[src/hdl/wdc_pkg.sv]
// constants for the watchdog configuration word decoder
package wdc_pkg;
  // register map, byte addresses
  localparam logic [4:0] ADDR_CONFIG = 5'h00;
  localparam logic [4:0] ADDR_CTRL = 5'h04;
  localparam logic [4:0] ADDR_STATUS = 5'h08;
  localparam logic [4:0] ADDR_IRQ_STAT = 5'h0c;
  localparam logic [4:0] ADDR_IRQ_EN = 5'h10;
  localparam logic [4:0] ADDR_IRQ_CLR = 5'h14;
  localparam logic [4:0] ADDR_PROG_MASK = 5'h18;
  // configuration word layout
  localparam int CFG_WIDTH = 24;
  localparam logic [23:0] CFG_RESET = 24'hffffff;
  localparam logic [23:0] CFG_IMPL_MASK = 24'h006bff;
  localparam int POS_CLK_SEL = 13;
  localparam int POS_CMX = 11;
  localparam int POS_WIN = 8;
  localparam int POS_WIN_OFF = 7;
  localparam int POS_EN = 5;
  localparam int POS_PRE = 4;
  localparam int POS_POST = 0;
  // clock select codes
  localparam logic [1:0] CLK_PERIPH = 2'h0;
  localparam logic [1:0] CLK_SECONDARY_OSC_CLOCK = 2'h1;
  localparam logic [1:0] CLK_FAST = 2'h2;
  localparam logic [1:0] CLK_LOW_POWER_RC_CLOCK = 2'h3;
  // enable policy codes
  localparam logic [1:0] EN_OFF = 2'h0;
  localparam logic [1:0] EN_ACTIVE = 2'h1;
  localparam logic [1:0] EN_SOFT = 2'h2;
  localparam logic [1:0] EN_ON = 2'h3;
  // window share in eighths of the period
  localparam logic [3:0] WIN_25 = 4'h2;
  localparam logic [3:0] WIN_37 = 4'h3;
  localparam logic [3:0] WIN_50 = 4'h4;
  localparam logic [3:0] WIN_75 = 4'h6;
  // prescale ratios
  localparam logic [7:0] PRE_128 = 8'h80;
  localparam logic [7:0] PRE_32 = 8'h20;
  // irq bits
  localparam int IRQ_PROG = 0;
  localparam int IRQ_REFUSE = 1;
  localparam int IRQ_SRC = 2;
  localparam int IRQ_W = 3;
endpackage

[src/hdl/wdc_clk_decode.sv]
// watchdog clock source selection from config bits and system state
`timescale 1ns/10ps
module wdc_clk_decode (
  // config fields
  input wire logic clock_mux_on_i,
  input wire logic [1:0] clock_select_i,
  input wire logic window_mode_off_i,
  // system state
  input wire logic sys_on_low_power_rc_clock_i,
  input wire logic sleeping_i,
  // chosen source
  output logic [1:0] source_o
);
  always_comb begin
    source_o = wdc_pkg::CLK_LOW_POWER_RC_CLOCK;
    if (clock_mux_on_i) begin
      case (clock_select_i)
        wdc_pkg::CLK_LOW_POWER_RC_CLOCK: source_o = wdc_pkg::CLK_LOW_POWER_RC_CLOCK;
        wdc_pkg::CLK_SECONDARY_OSC_CLOCK: source_o = wdc_pkg::CLK_SECONDARY_OSC_CLOCK;
        wdc_pkg::CLK_FAST: begin
          if (!window_mode_off_i && !sys_on_low_power_rc_clock_i && !sleeping_i) begin
            source_o = wdc_pkg::CLK_FAST;
          end
        end
        wdc_pkg::CLK_PERIPH: begin
          if (!sys_on_low_power_rc_clock_i && !sleeping_i) begin
            source_o = wdc_pkg::CLK_PERIPH;
          end
        end
        default: source_o = wdc_pkg::CLK_LOW_POWER_RC_CLOCK;
      endcase
    end
    // mux off leaves the default low-power rc, select ignored
  end
endmodule // wdc_clk_decode

[src/hdl/wdc_top.sv]
// watchdog configuration word store and decoder with avalon-mm slave
//
// Register access over Avalon-MM and the placing of the registers were chosen for this implementation.
`timescale 1ns/10ps
module wdc_top (
  // clock and reset
  input wire logic sys_clk_i,
  input wire logic sys_rst_i,
  // avalon-mm slave
  input wire logic [4:0] avs_address_i,
  input wire logic avs_read_i,
  input wire logic avs_write_i,
  input wire logic [31:0] avs_writedata_i,
  input wire logic [3:0] avs_byteenable_i,
  output logic [31:0] avs_readdata_o,
  output logic avs_waitrequest_o,
  // system state
  input wire logic sys_on_low_power_rc_clock_i,
  input wire logic sleeping_i,
  // decoded configuration
  output logic wd_enabled_o,
  output logic [1:0] wd_clock_source_o,
  output logic window_active_o,
  output logic [3:0] window_eighths_o,
  output logic [7:0] prescale_ratio_o,
  output logic [3:0] wd_postscale_select_o,
  // interrupt
  output logic irq_o
);
  logic [23:0] watchdog_config_word_reg;
  logic [23:0] programmed_reg;
  logic software_wd_enable_reg;
  logic [2:0] irq_stat_reg;
  logic [2:0] irq_en_reg;
  logic ack_reg;
  logic [1:0] src_now;
  logic [1:0] src_last_reg;
  logic [23:0] cfg_read;
  logic wr_hit;
  logic [23:0] wr_bits;
  logic [23:0] prog_try;
  logic [23:0] prog_ok;
  logic refused;
  logic [2:0] irq_set;
  logic [31:0] rd_next;
  logic en_next;
  logic [3:0] win_next;

  // one wait state per access: the answer always arrives on the second edge
  assign wr_hit = avs_write_i && !ack_reg;

  // byte lanes 0 to 2 each gate their own byte of the config word; lane 3 gates none
  always_comb begin
    for (int i = 0; i < wdc_pkg::CFG_WIDTH; i++) begin
      wr_bits[i] = avs_byteenable_i[i / 8];
    end
  end

  assign cfg_read = watchdog_config_word_reg | ~wdc_pkg::CFG_IMPL_MASK;

  // a bit may go from one to zero once; later changes are refused
  assign prog_try = wr_bits & wdc_pkg::CFG_IMPL_MASK & (avs_writedata_i[23:0] ^ watchdog_config_word_reg);
  assign prog_ok = prog_try & ~programmed_reg;
  assign refused = wr_hit && (avs_address_i == wdc_pkg::ADDR_CONFIG[4:0]) && |(prog_try & programmed_reg);

  always_ff @(posedge sys_clk_i) begin
    if (sys_rst_i) begin
      ack_reg <= 1'b0;
    end else begin
      ack_reg <= (avs_read_i || avs_write_i) && !ack_reg;
    end
  end

  always_ff @(posedge sys_clk_i) begin
    if (sys_rst_i) begin
      avs_waitrequest_o <= 1'b1;
    end else begin
      avs_waitrequest_o <= !((avs_read_i || avs_write_i) && !ack_reg);
    end
  end

  always_ff @(posedge sys_clk_i) begin
    if (sys_rst_i) begin
      watchdog_config_word_reg <= wdc_pkg::CFG_RESET;
      programmed_reg <= 24'h000000;
    end else if (wr_hit && avs_address_i == wdc_pkg::ADDR_CONFIG[4:0]) begin
      watchdog_config_word_reg <= watchdog_config_word_reg ^ prog_ok;
      programmed_reg <= programmed_reg | prog_ok;
    end
  end

  // software enable only has meaning under the hand-over policy
  always_ff @(posedge sys_clk_i) begin
    if (sys_rst_i) begin
      software_wd_enable_reg <= 1'b0;
    end else if (wr_hit && avs_address_i == wdc_pkg::ADDR_CTRL[4:0] && avs_byteenable_i[0]) begin
      software_wd_enable_reg <= avs_writedata_i[0];
    end
  end

  wdc_clk_decode u_clk_decode (
    .clock_mux_on_i(watchdog_config_word_reg[wdc_pkg::POS_CMX]),
    .clock_select_i(watchdog_config_word_reg[wdc_pkg::POS_CLK_SEL +: 2]),
    .window_mode_off_i(watchdog_config_word_reg[wdc_pkg::POS_WIN_OFF]),
    .sys_on_low_power_rc_clock_i(sys_on_low_power_rc_clock_i),
    .sleeping_i(sleeping_i),
    .source_o(src_now)
  );

  always_comb begin
    case (watchdog_config_word_reg[wdc_pkg::POS_EN +: 2])
      wdc_pkg::EN_ON: en_next = 1'b1;
      wdc_pkg::EN_SOFT: en_next = software_wd_enable_reg;
      wdc_pkg::EN_ACTIVE: en_next = !sleeping_i;
      wdc_pkg::EN_OFF: en_next = 1'b0;
      default: en_next = 1'b0;
    endcase
  end

  always_comb begin
    case (watchdog_config_word_reg[wdc_pkg::POS_WIN +: 2])
      2'h3: win_next = wdc_pkg::WIN_25;
      2'h2: win_next = wdc_pkg::WIN_37;
      2'h1: win_next = wdc_pkg::WIN_50;
      2'h0: win_next = wdc_pkg::WIN_75;
      default: win_next = wdc_pkg::WIN_75;
    endcase
  end

  // decoded outputs registered so the outputs come from flops
  always_ff @(posedge sys_clk_i) begin
    if (sys_rst_i) begin
      wd_enabled_o <= 1'b1;
      wd_clock_source_o <= wdc_pkg::CLK_LOW_POWER_RC_CLOCK;
      window_active_o <= 1'b0;
      window_eighths_o <= wdc_pkg::WIN_25;
      prescale_ratio_o <= wdc_pkg::PRE_128;
      wd_postscale_select_o <= 4'hf;
    end else begin
      wd_enabled_o <= en_next;
      wd_clock_source_o <= src_now;
      window_active_o <= !watchdog_config_word_reg[wdc_pkg::POS_WIN_OFF];
      window_eighths_o <= win_next;
      prescale_ratio_o <= watchdog_config_word_reg[wdc_pkg::POS_PRE] ? wdc_pkg::PRE_128 : wdc_pkg::PRE_32;
      wd_postscale_select_o <= watchdog_config_word_reg[wdc_pkg::POS_POST +: 4];
    end
  end

  always_ff @(posedge sys_clk_i) begin
    if (sys_rst_i) begin
      src_last_reg <= wdc_pkg::CLK_LOW_POWER_RC_CLOCK;
    end else begin
      src_last_reg <= src_now;
    end
  end

  // events: a bit programmed, a program attempt refused, clock source changed
  assign irq_set[wdc_pkg::IRQ_PROG] = wr_hit && avs_address_i == wdc_pkg::ADDR_CONFIG[4:0] && |prog_ok;
  assign irq_set[wdc_pkg::IRQ_REFUSE] = refused;
  assign irq_set[wdc_pkg::IRQ_SRC] = src_now != src_last_reg;

  // set wins over a clear in the same cycle
  always_ff @(posedge sys_clk_i) begin
    if (sys_rst_i) begin
      irq_stat_reg <= 3'h0;
    end else if (wr_hit && avs_address_i == wdc_pkg::ADDR_IRQ_CLR[4:0] && avs_byteenable_i[0]) begin
      irq_stat_reg <= (irq_stat_reg & ~avs_writedata_i[2:0]) | irq_set;
    end else begin
      irq_stat_reg <= irq_stat_reg | irq_set;
    end
  end

  always_ff @(posedge sys_clk_i) begin
    if (sys_rst_i) begin
      irq_en_reg <= 3'h0;
    end else if (wr_hit && avs_address_i == wdc_pkg::ADDR_IRQ_EN[4:0] && avs_byteenable_i[0]) begin
      irq_en_reg <= avs_writedata_i[2:0];
    end
  end

  always_ff @(posedge sys_clk_i) begin
    if (sys_rst_i) begin
      irq_o <= 1'b0;
    end else begin
      irq_o <= |((irq_stat_reg | irq_set) & irq_en_reg);
    end
  end

  always_comb begin
    rd_next = 32'h00000000;
    case (avs_address_i)
      wdc_pkg::ADDR_CONFIG[4:0]: rd_next = {8'h00, cfg_read};
      wdc_pkg::ADDR_CTRL[4:0]: rd_next = {31'h00000000, software_wd_enable_reg};
      wdc_pkg::ADDR_STATUS[4:0]: rd_next = {20'h00000, src_now, en_next, !watchdog_config_word_reg[wdc_pkg::POS_WIN_OFF],
        win_next, 4'h0};
      wdc_pkg::ADDR_IRQ_STAT[4:0]: rd_next = {29'h00000000, irq_stat_reg};
      wdc_pkg::ADDR_IRQ_EN[4:0]: rd_next = {29'h00000000, irq_en_reg};
      wdc_pkg::ADDR_PROG_MASK[4:0]: rd_next = {8'h00, programmed_reg};
      default: rd_next = 32'h00000000;
    endcase
  end

  always_ff @(posedge sys_clk_i) begin
    if (sys_rst_i) begin
      avs_readdata_o <= 32'h00000000;
    end else if (avs_read_i && !ack_reg) begin
      avs_readdata_o <= rd_next;
    end
  end
endmodule // wdc_top

[config.mk]
export PLATFORM = sky130hd
export DESIGN_NAME = wdc_top
export DESIGN_NICKNAME = d
export VERILOG_FILES = /design/src/hdl/wdc_pkg.sv /design/src/hdl/wdc_clk_decode.sv /design/src/hdl/wdc_top.sv
export SDC_FILE = /design/constraint.sdc
export NUM_CORES = 1
export LEC_CHECK = 0
export ABC_AREA = 1
export BUFFER_PORTS_ARGS = -buffer_cell sky130_fd_sc_hd__buf_2
export CORE_ASPECT_RATIO = 0.9
export CORE_MARGIN = 4
export CORE_UTILIZATION = 55
export CTS_CLUSTER_DIAMETER = 60
export DETAILED_ROUTE_END_ITERATION = 8
export HOLD_SLACK_MARGIN = 0.08
export PLACE_DENSITY_LB_ADDON = 0.08
export SYNTH_ARGS = -nofsm -noshare
export SYNTH_HDL_FRONTEND = slang
export SYNTH_SLANG_ARGS = --single-unit
[constraint.sdc]
create_clock -name sys_clk_i -period 4 [get_ports sys_clk_i]
set_clock_uncertainty 0.2 [all_clocks]
set_input_delay 0.8 -clock sys_clk_i [delete_from_list [all_inputs] [get_ports sys_clk_i]]
set_output_delay 0.8 -clock sys_clk_i [all_outputs]
set_load 0.02 [all_outputs]
==> metrics, run 1 <==
status=finished, final reports clean; routed vias/inst=5.295; Place WS=1.114 ns; Yosys top cell by area=dfxtp_1; Synth top cells by count=nand2_1 (115), dfxtp_1 (64), inv_1 (62); WP data arrival=2.56 ns; Root Driver=clkbuf_8; hpwl dp=approximately 5.8 mm; post-CTS sizing=0; post-synthesis async set-or-reset flop share=0; grt ovf=0; R2R Setup Slk=2.07 ns; initial antenna violation count=0; fin area=roughly 3600 µm²; setup TNS=0 ns; area share of the largest cell type after synthesis=0.3984; GRT Total Usage=0.2361; worst reg-to-reg path cell count=5; RSZ-0062 raised after global routing=false; Core ar.=5660 µm²; register bit total from synthesis=64; Final Hold Vio Count=0; Post-Syn Area per Cell=6.990 µm²; VDD IR max=between 150 and 200 µV; die extent in x=88.60 µm; Slew Limit Fails=0; starting density of the core=0.5681; Worst Path Class, Setup=in -> reg; pwr dens=approximately 360 nW/µm²; area of placed instances=3438 µm²; P_leak=1.730 nW; io pins=101; CTS tree=yes; Tmin final=about 2.5 ns; RD Place Congestion=0.9446; max reg flops=15; share of cells above drive strength 1=0.1860; Worst Path Max Fanout=20; port buffer count=between 60 and 70; yosys warns=0; Clk pin slew, worst setup/hold paths=0.07 ns; DIE AREA=7136 µm²; final worst path period share=0.6357; drt first pass iters=4; Hold Slack=0.2625 ns; Pwr Total=0.001300 W; CTS buffer count=9; CP Capture Type=register; r2r startpoint=ack_reg; Mapped Cells=460; H-tree levels=3; critical path launch point type=input pin; number of global-route vias before repair=2862; HP Class=reg -> reg; clk sink count=64; Synth Cell Area=3216 µm²; Yosys cell types=29; total number of vias=around 3100; EDFF count, synth=0; Clock Latency Late Sink=between 0.3 and 0.4 ns; initial DRC count=199; # diodes=0; Area Overhead vs Synth=12.72%; wire length per cell=13.66 µm; R2R Path End=avs_readdata_o[0]; Final WS setup=1.457 ns; WHS Endpoint=avs_readdata_o[2]; synth top area cells=dfxtp_1 (40%), nand2_1 (13%), inv_1 (7.2%), buf_4 (5.8%), nand4_1 (5.8%); maximum clock insertion buffer count=2; CP Data Required Time=4.02 ns; Final ANT Viol Nets=0; most common cell in the netlist=nand2_1; measured slew at the worst slew-check pin=0.7011 ns; Post-CTS Setup Bufs=0; f_max=between 0.3 and 0.4 GHz; sequential fraction of the synthesis area=0.3984; nets@finish=559; Rel. slew slack=0.5312; Top FF cell, synth=dfxtp_1; global-route wire length before repair=about 13 mm; largest net degree at the start of global routing=36; max-cap viol count=0; Setup-failing EPs final=0; row count=26; CTS Hold Bufs=0; Hold Startpoint=avs_readdata_o[2]; Post-Route WL=8.007 mm; fillers=537; hold depth=2; die height=approximately 81 µm; DR DRC count=0
## cells in the final DEF, fill, tap and decap left out, drive strengths merged
cell type  netlist  final
conb             1     15
and3             1      1
bufinv           0      1
o31ai            1      1
inv             62     62
a2bb2oi          1      1
buf             31     66
nor4             1      1
nand2          117    117
nor3             5      5
o21ai           30     30
or2              3      3
nand3           17     17
nor2            30     30
xor2             2      2
dfxtp           64     64
clkinv           1      4
clkbuf           8     11
a21oi           36     36
o22ai            7      7
o221ai           4      4
nand4           38     38
## stage by stage
stage,util,std cells
after floorplan,-,474
after detailed placement,0.6074,571
after global placement,0.6074,571
after CTS,0.6404,586
after global routing,0.6404,586
final,0.6404,586
## cells by family after synthesis
| kind of cell | synth area share |
|---|---|
| and+or+nand+nor | 0.3105 |
| buffers and inverters | 0.1521 |
| AOI/OAI and AO/OA | 0.1323 |
| DFF | 0.3984 |
| xor gates and xnor gates | 0.005448 |
| other | 0.001166 |
## area by class of cell
| cell class | instances | area [µm²] | share of cell area |
|---|---|---|---|
| Timing Repair Buffer | 66 | 335.3 | 0.09251 |
| Clock inverter | 4 | 45.04 | 0.01243 |
| Clock buffer | 11 | 141.4 | 0.03901 |
| Multi-Input combinational cell | 308 | 1498 | 0.4132 |
| Tap cell | 70 | 87.58 | 0.02416 |
| Sequential cell | 64 | 1281 | 0.3535 |
| Inverter | 63 | 236.5 | 0.06524 |
## layer usage
layer	vias up	wire length, µm	global-route usage
li1	1580	-	-
met1	1400	3518	0.3072
met2	113	3739	0.3812
met5	-	0	0
met4	0	91	0.07402
met3	10	658	0.06051
## power by group
part | switching, W | leakage [nW] | total [W] | internal, W
logic | 0.0000894 | 1.11 | 0.000121 | 0.0000318
clock network | 0.000235 | 0.0989 | 0.000533 | 0.000298
registers | 0.00000342 | 0.517 | 0.000646 | 0.000642
## how the worst max path moves through the flow
stage,start,to,slack [ns]
6_report,avs_address_i[1],watchdog_config_word_reg[5],1.46
5_1_grt,avs_address_i[1],watchdog_config_word_reg[7],1.27
4_1_cts,avs_address_i[1],watchdog_config_word_reg[5],1.47
3_5_place_dp,avs_address_i[1],watchdog_config_word_reg[5],1.11
3_3_place_gp,avs_address_i[1],watchdog_config_word_reg[14],1.22
2_1_floorplan,avs_address_i[1],watchdog_config_word_reg[0],1.94
## worst max-delay path, stage by stage
cell and delay (ns):
buf_2 0.10, nor2_2 0.16, nand2_2 0.08, nor2_2 0.11, nand2_2 0.26, nor2_4 0.56, nand4_2 0.20, o21ai_1 0.19
nand3_1 0.09
No activity file was read; power rests on OpenSTA's default activity.
==> run 2: changes to the inputs <==
--- a/config.mk
+++ b/config.mk
@@ -9,7 +9,7 @@
 export BUFFER_PORTS_ARGS = -buffer_cell sky130_fd_sc_hd__buf_2
 export CORE_ASPECT_RATIO = 0.9
 export CORE_MARGIN = 4
-export CORE_UTILIZATION = 55
+export CORE_UTILIZATION = 46
 export CTS_CLUSTER_DIAMETER = 60
 export DETAILED_ROUTE_END_ITERATION = 8
 export HOLD_SLACK_MARGIN = 0.08
==> constraint.sdc (replaced) <==
create_clock -name sys_clk_i -period 2.2 [get_ports sys_clk_i]
set_clock_uncertainty 0.2 [all_clocks]
set_input_delay 0.44 -clock sys_clk_i [delete_from_list [all_inputs] [get_ports sys_clk_i]]
set_output_delay 0.44 -clock sys_clk_i [all_outputs]
set_load 0.02 [all_outputs]
==> metrics, run 2 (synthesis results as in run 1) <==
pwr dens=about 630 nW/µm²; Worst Path Class, Setup=reg -> reg; CP Capture Type=register; total number of vias=between 3000 and 4000; Psw=0.0006228 W; Root Driver=clkbuf_8; Comb pwr share=0.098; fillers=689; maximum clock insertion buffer count=2; r2r startpoint=watchdog_config_word_reg[8]; # diodes=0; post-CTS sizing=0; initial antenna violation count=0; CTS tree=yes; WL met1=3.850 mm; status=finished, final reports clean; number of global-route vias before repair=slightly below 3000; Post-Route WL=8.506 mm; Clock Latency Late Sink=~0.34 ns; DIE AREA=approximately 8400 µm²; critical path launch point type=register; io pins=101; P_leak=1.776 nW; RSZ-0062 raised after global routing=false; final worst path period share=0.8151; Worst Path Max Fanout=7; RD Place Congestion=0.8794; worst reg-to-reg path cell count=14; global-route wire length before repair=~14 mm; hpwl dp=6.261 mm; largest net degree at the start of global routing=24; sw frac=0.2630; WP data arrival=1.89 ns; most frequent cells in the layout=nand2_1 (115), dfxtp_1 (64), buf_2 (64), inv_1 (62), a21oi_1 (36); Post-CTS Setup Bufs=0; Slew Limit Fails=0; Core ar.=6691 µm²; row count=28; port buffer count=64; P_int=0.001745 W; Seq pwr share=0.496; DR DRC count=0; die extent in x=just under 100 µm; routed vias/inst=5.114; utilization after layout=0.5574; GRT Total Usage=0.2110; H-tree levels=3; commonest non-fill, non-tap cell in the layout=nand2_1; WHS Endpoint=irq_stat_reg[1]; Hold Startpoint=avs_writedata_i[1]; drt first pass iters=4; clk sink count=64; initial DRC count=about 170; wire length per cell=13.81 µm; Tmin final=1.793 ns; max reg flops=15; nets@finish=568; Setup-failing EPs final=0; Clk pin slew, worst setup/hold paths=roughly 0.07 ns; CTS buffer count=9; setup TNS=0 ns; die height=slightly below 90 µm; Final Hold Vio Count=0; CTS Hold Bufs=0; hold depth=2; grt ovf=0; HP Class=in -> reg; VDD IR max=404.7 µV; CP Data Required Time=2.30 ns; R2R Setup Slk=~0.41 ns; R2R Path End=irq_o; share of cells above drive strength 1=0.2034; Area Overhead vs Synth=15.99%; met2 WL=between 3 and 4 mm; Routed met3 length=612 µm; Final ANT Viol Nets=0; Critical Path Start=watchdog_config_word_reg[8]; Rel. slew slack=0.6606; power share of the clock group=0.407; max-cap viol count=0; DR top layer=met4; f_max=between 0.5 and 0.6 GHz; starting density of the core=0.4806; measured slew at the worst slew-check pin=0.5086 ns
run 2: worst max-delay path: stages (launching register included):
cell and delay, ns:
dfxtp_1 0.46, inv_1 0.11, nand2_1 0.09, nand2_1 0.06, nor2_1 0.15, nand2_1 0.07, nand2_1 0.10, nor2_1 0.05
nand2_1 0.06, nand2_1 0.07, nand2_1 0.09, nand2_1 0.06, nand3_1 0.08, nand2_1 0.05, inv_1 0.05
run 2: how the worst max path moves through the flow:
stage,end,slack [ns],cells after the start
floorplan,watchdog_config_word_reg[0],0.50,9
global placement,watchdog_config_word_reg[7],0.20,10
detailed placement,watchdog_config_word_reg[1],0.15,10
CTS,irq_o,0.44,11
global route,irq_o,0.20,14
finish,irq_o,0.41,14
run 2: power groups by stage:
stage          clock network (W)  registers (W)  logic [W]
6_report                0.000963        0.00117   0.000231
3_5_place_dp                   0        0.00120   0.000229
2_1_floorplan                  0        0.00121   0.000174
4_1_cts                 0.000991        0.00117   0.000230
3_3_place_gp                   0        0.00120   0.000229
5_1_grt                  0.00104        0.00117   0.000256
run 2: area by class of cell:
cell class / instances / area (µm²) / area share
inverter: 63 / 236.5 / 0.06340
tap: 90 / 112.6 / 0.03019
clock buffer: 9 / 123.9 / 0.03321
clock inverter: 7 / 62.56 / 0.01677
timing repair buffer: 75 / 415.4 / 0.1114
multi-input combinational: 308 / 1498 / 0.4015
sequential: 64 / 1281 / 0.3435
run 2: stage by stage:
stage                     power, W  hold WS [ns]  cells  setup WS, ns  area [µm²]
after floorplan           0.001382        0.2248    474        0.5028        3268
after global placement    0.001429        0.2542    600        0.2042        3543
after detailed placement  0.001430        0.2536    600        0.1457        3543
after CTS                 0.002395       0.08343    616        0.4421        3730
after global routing      0.002473       0.09742    616        0.1958        3730
final                     0.002368       0.08959    616        0.4067        3730
run 2: per-layer routing:
layer  up-vias  GRT usage
li1       1600          -
met1      1420     0.2729
met2       118     0.3317
met3        12    0.05791
met4         0    0.08269
met5         -          0
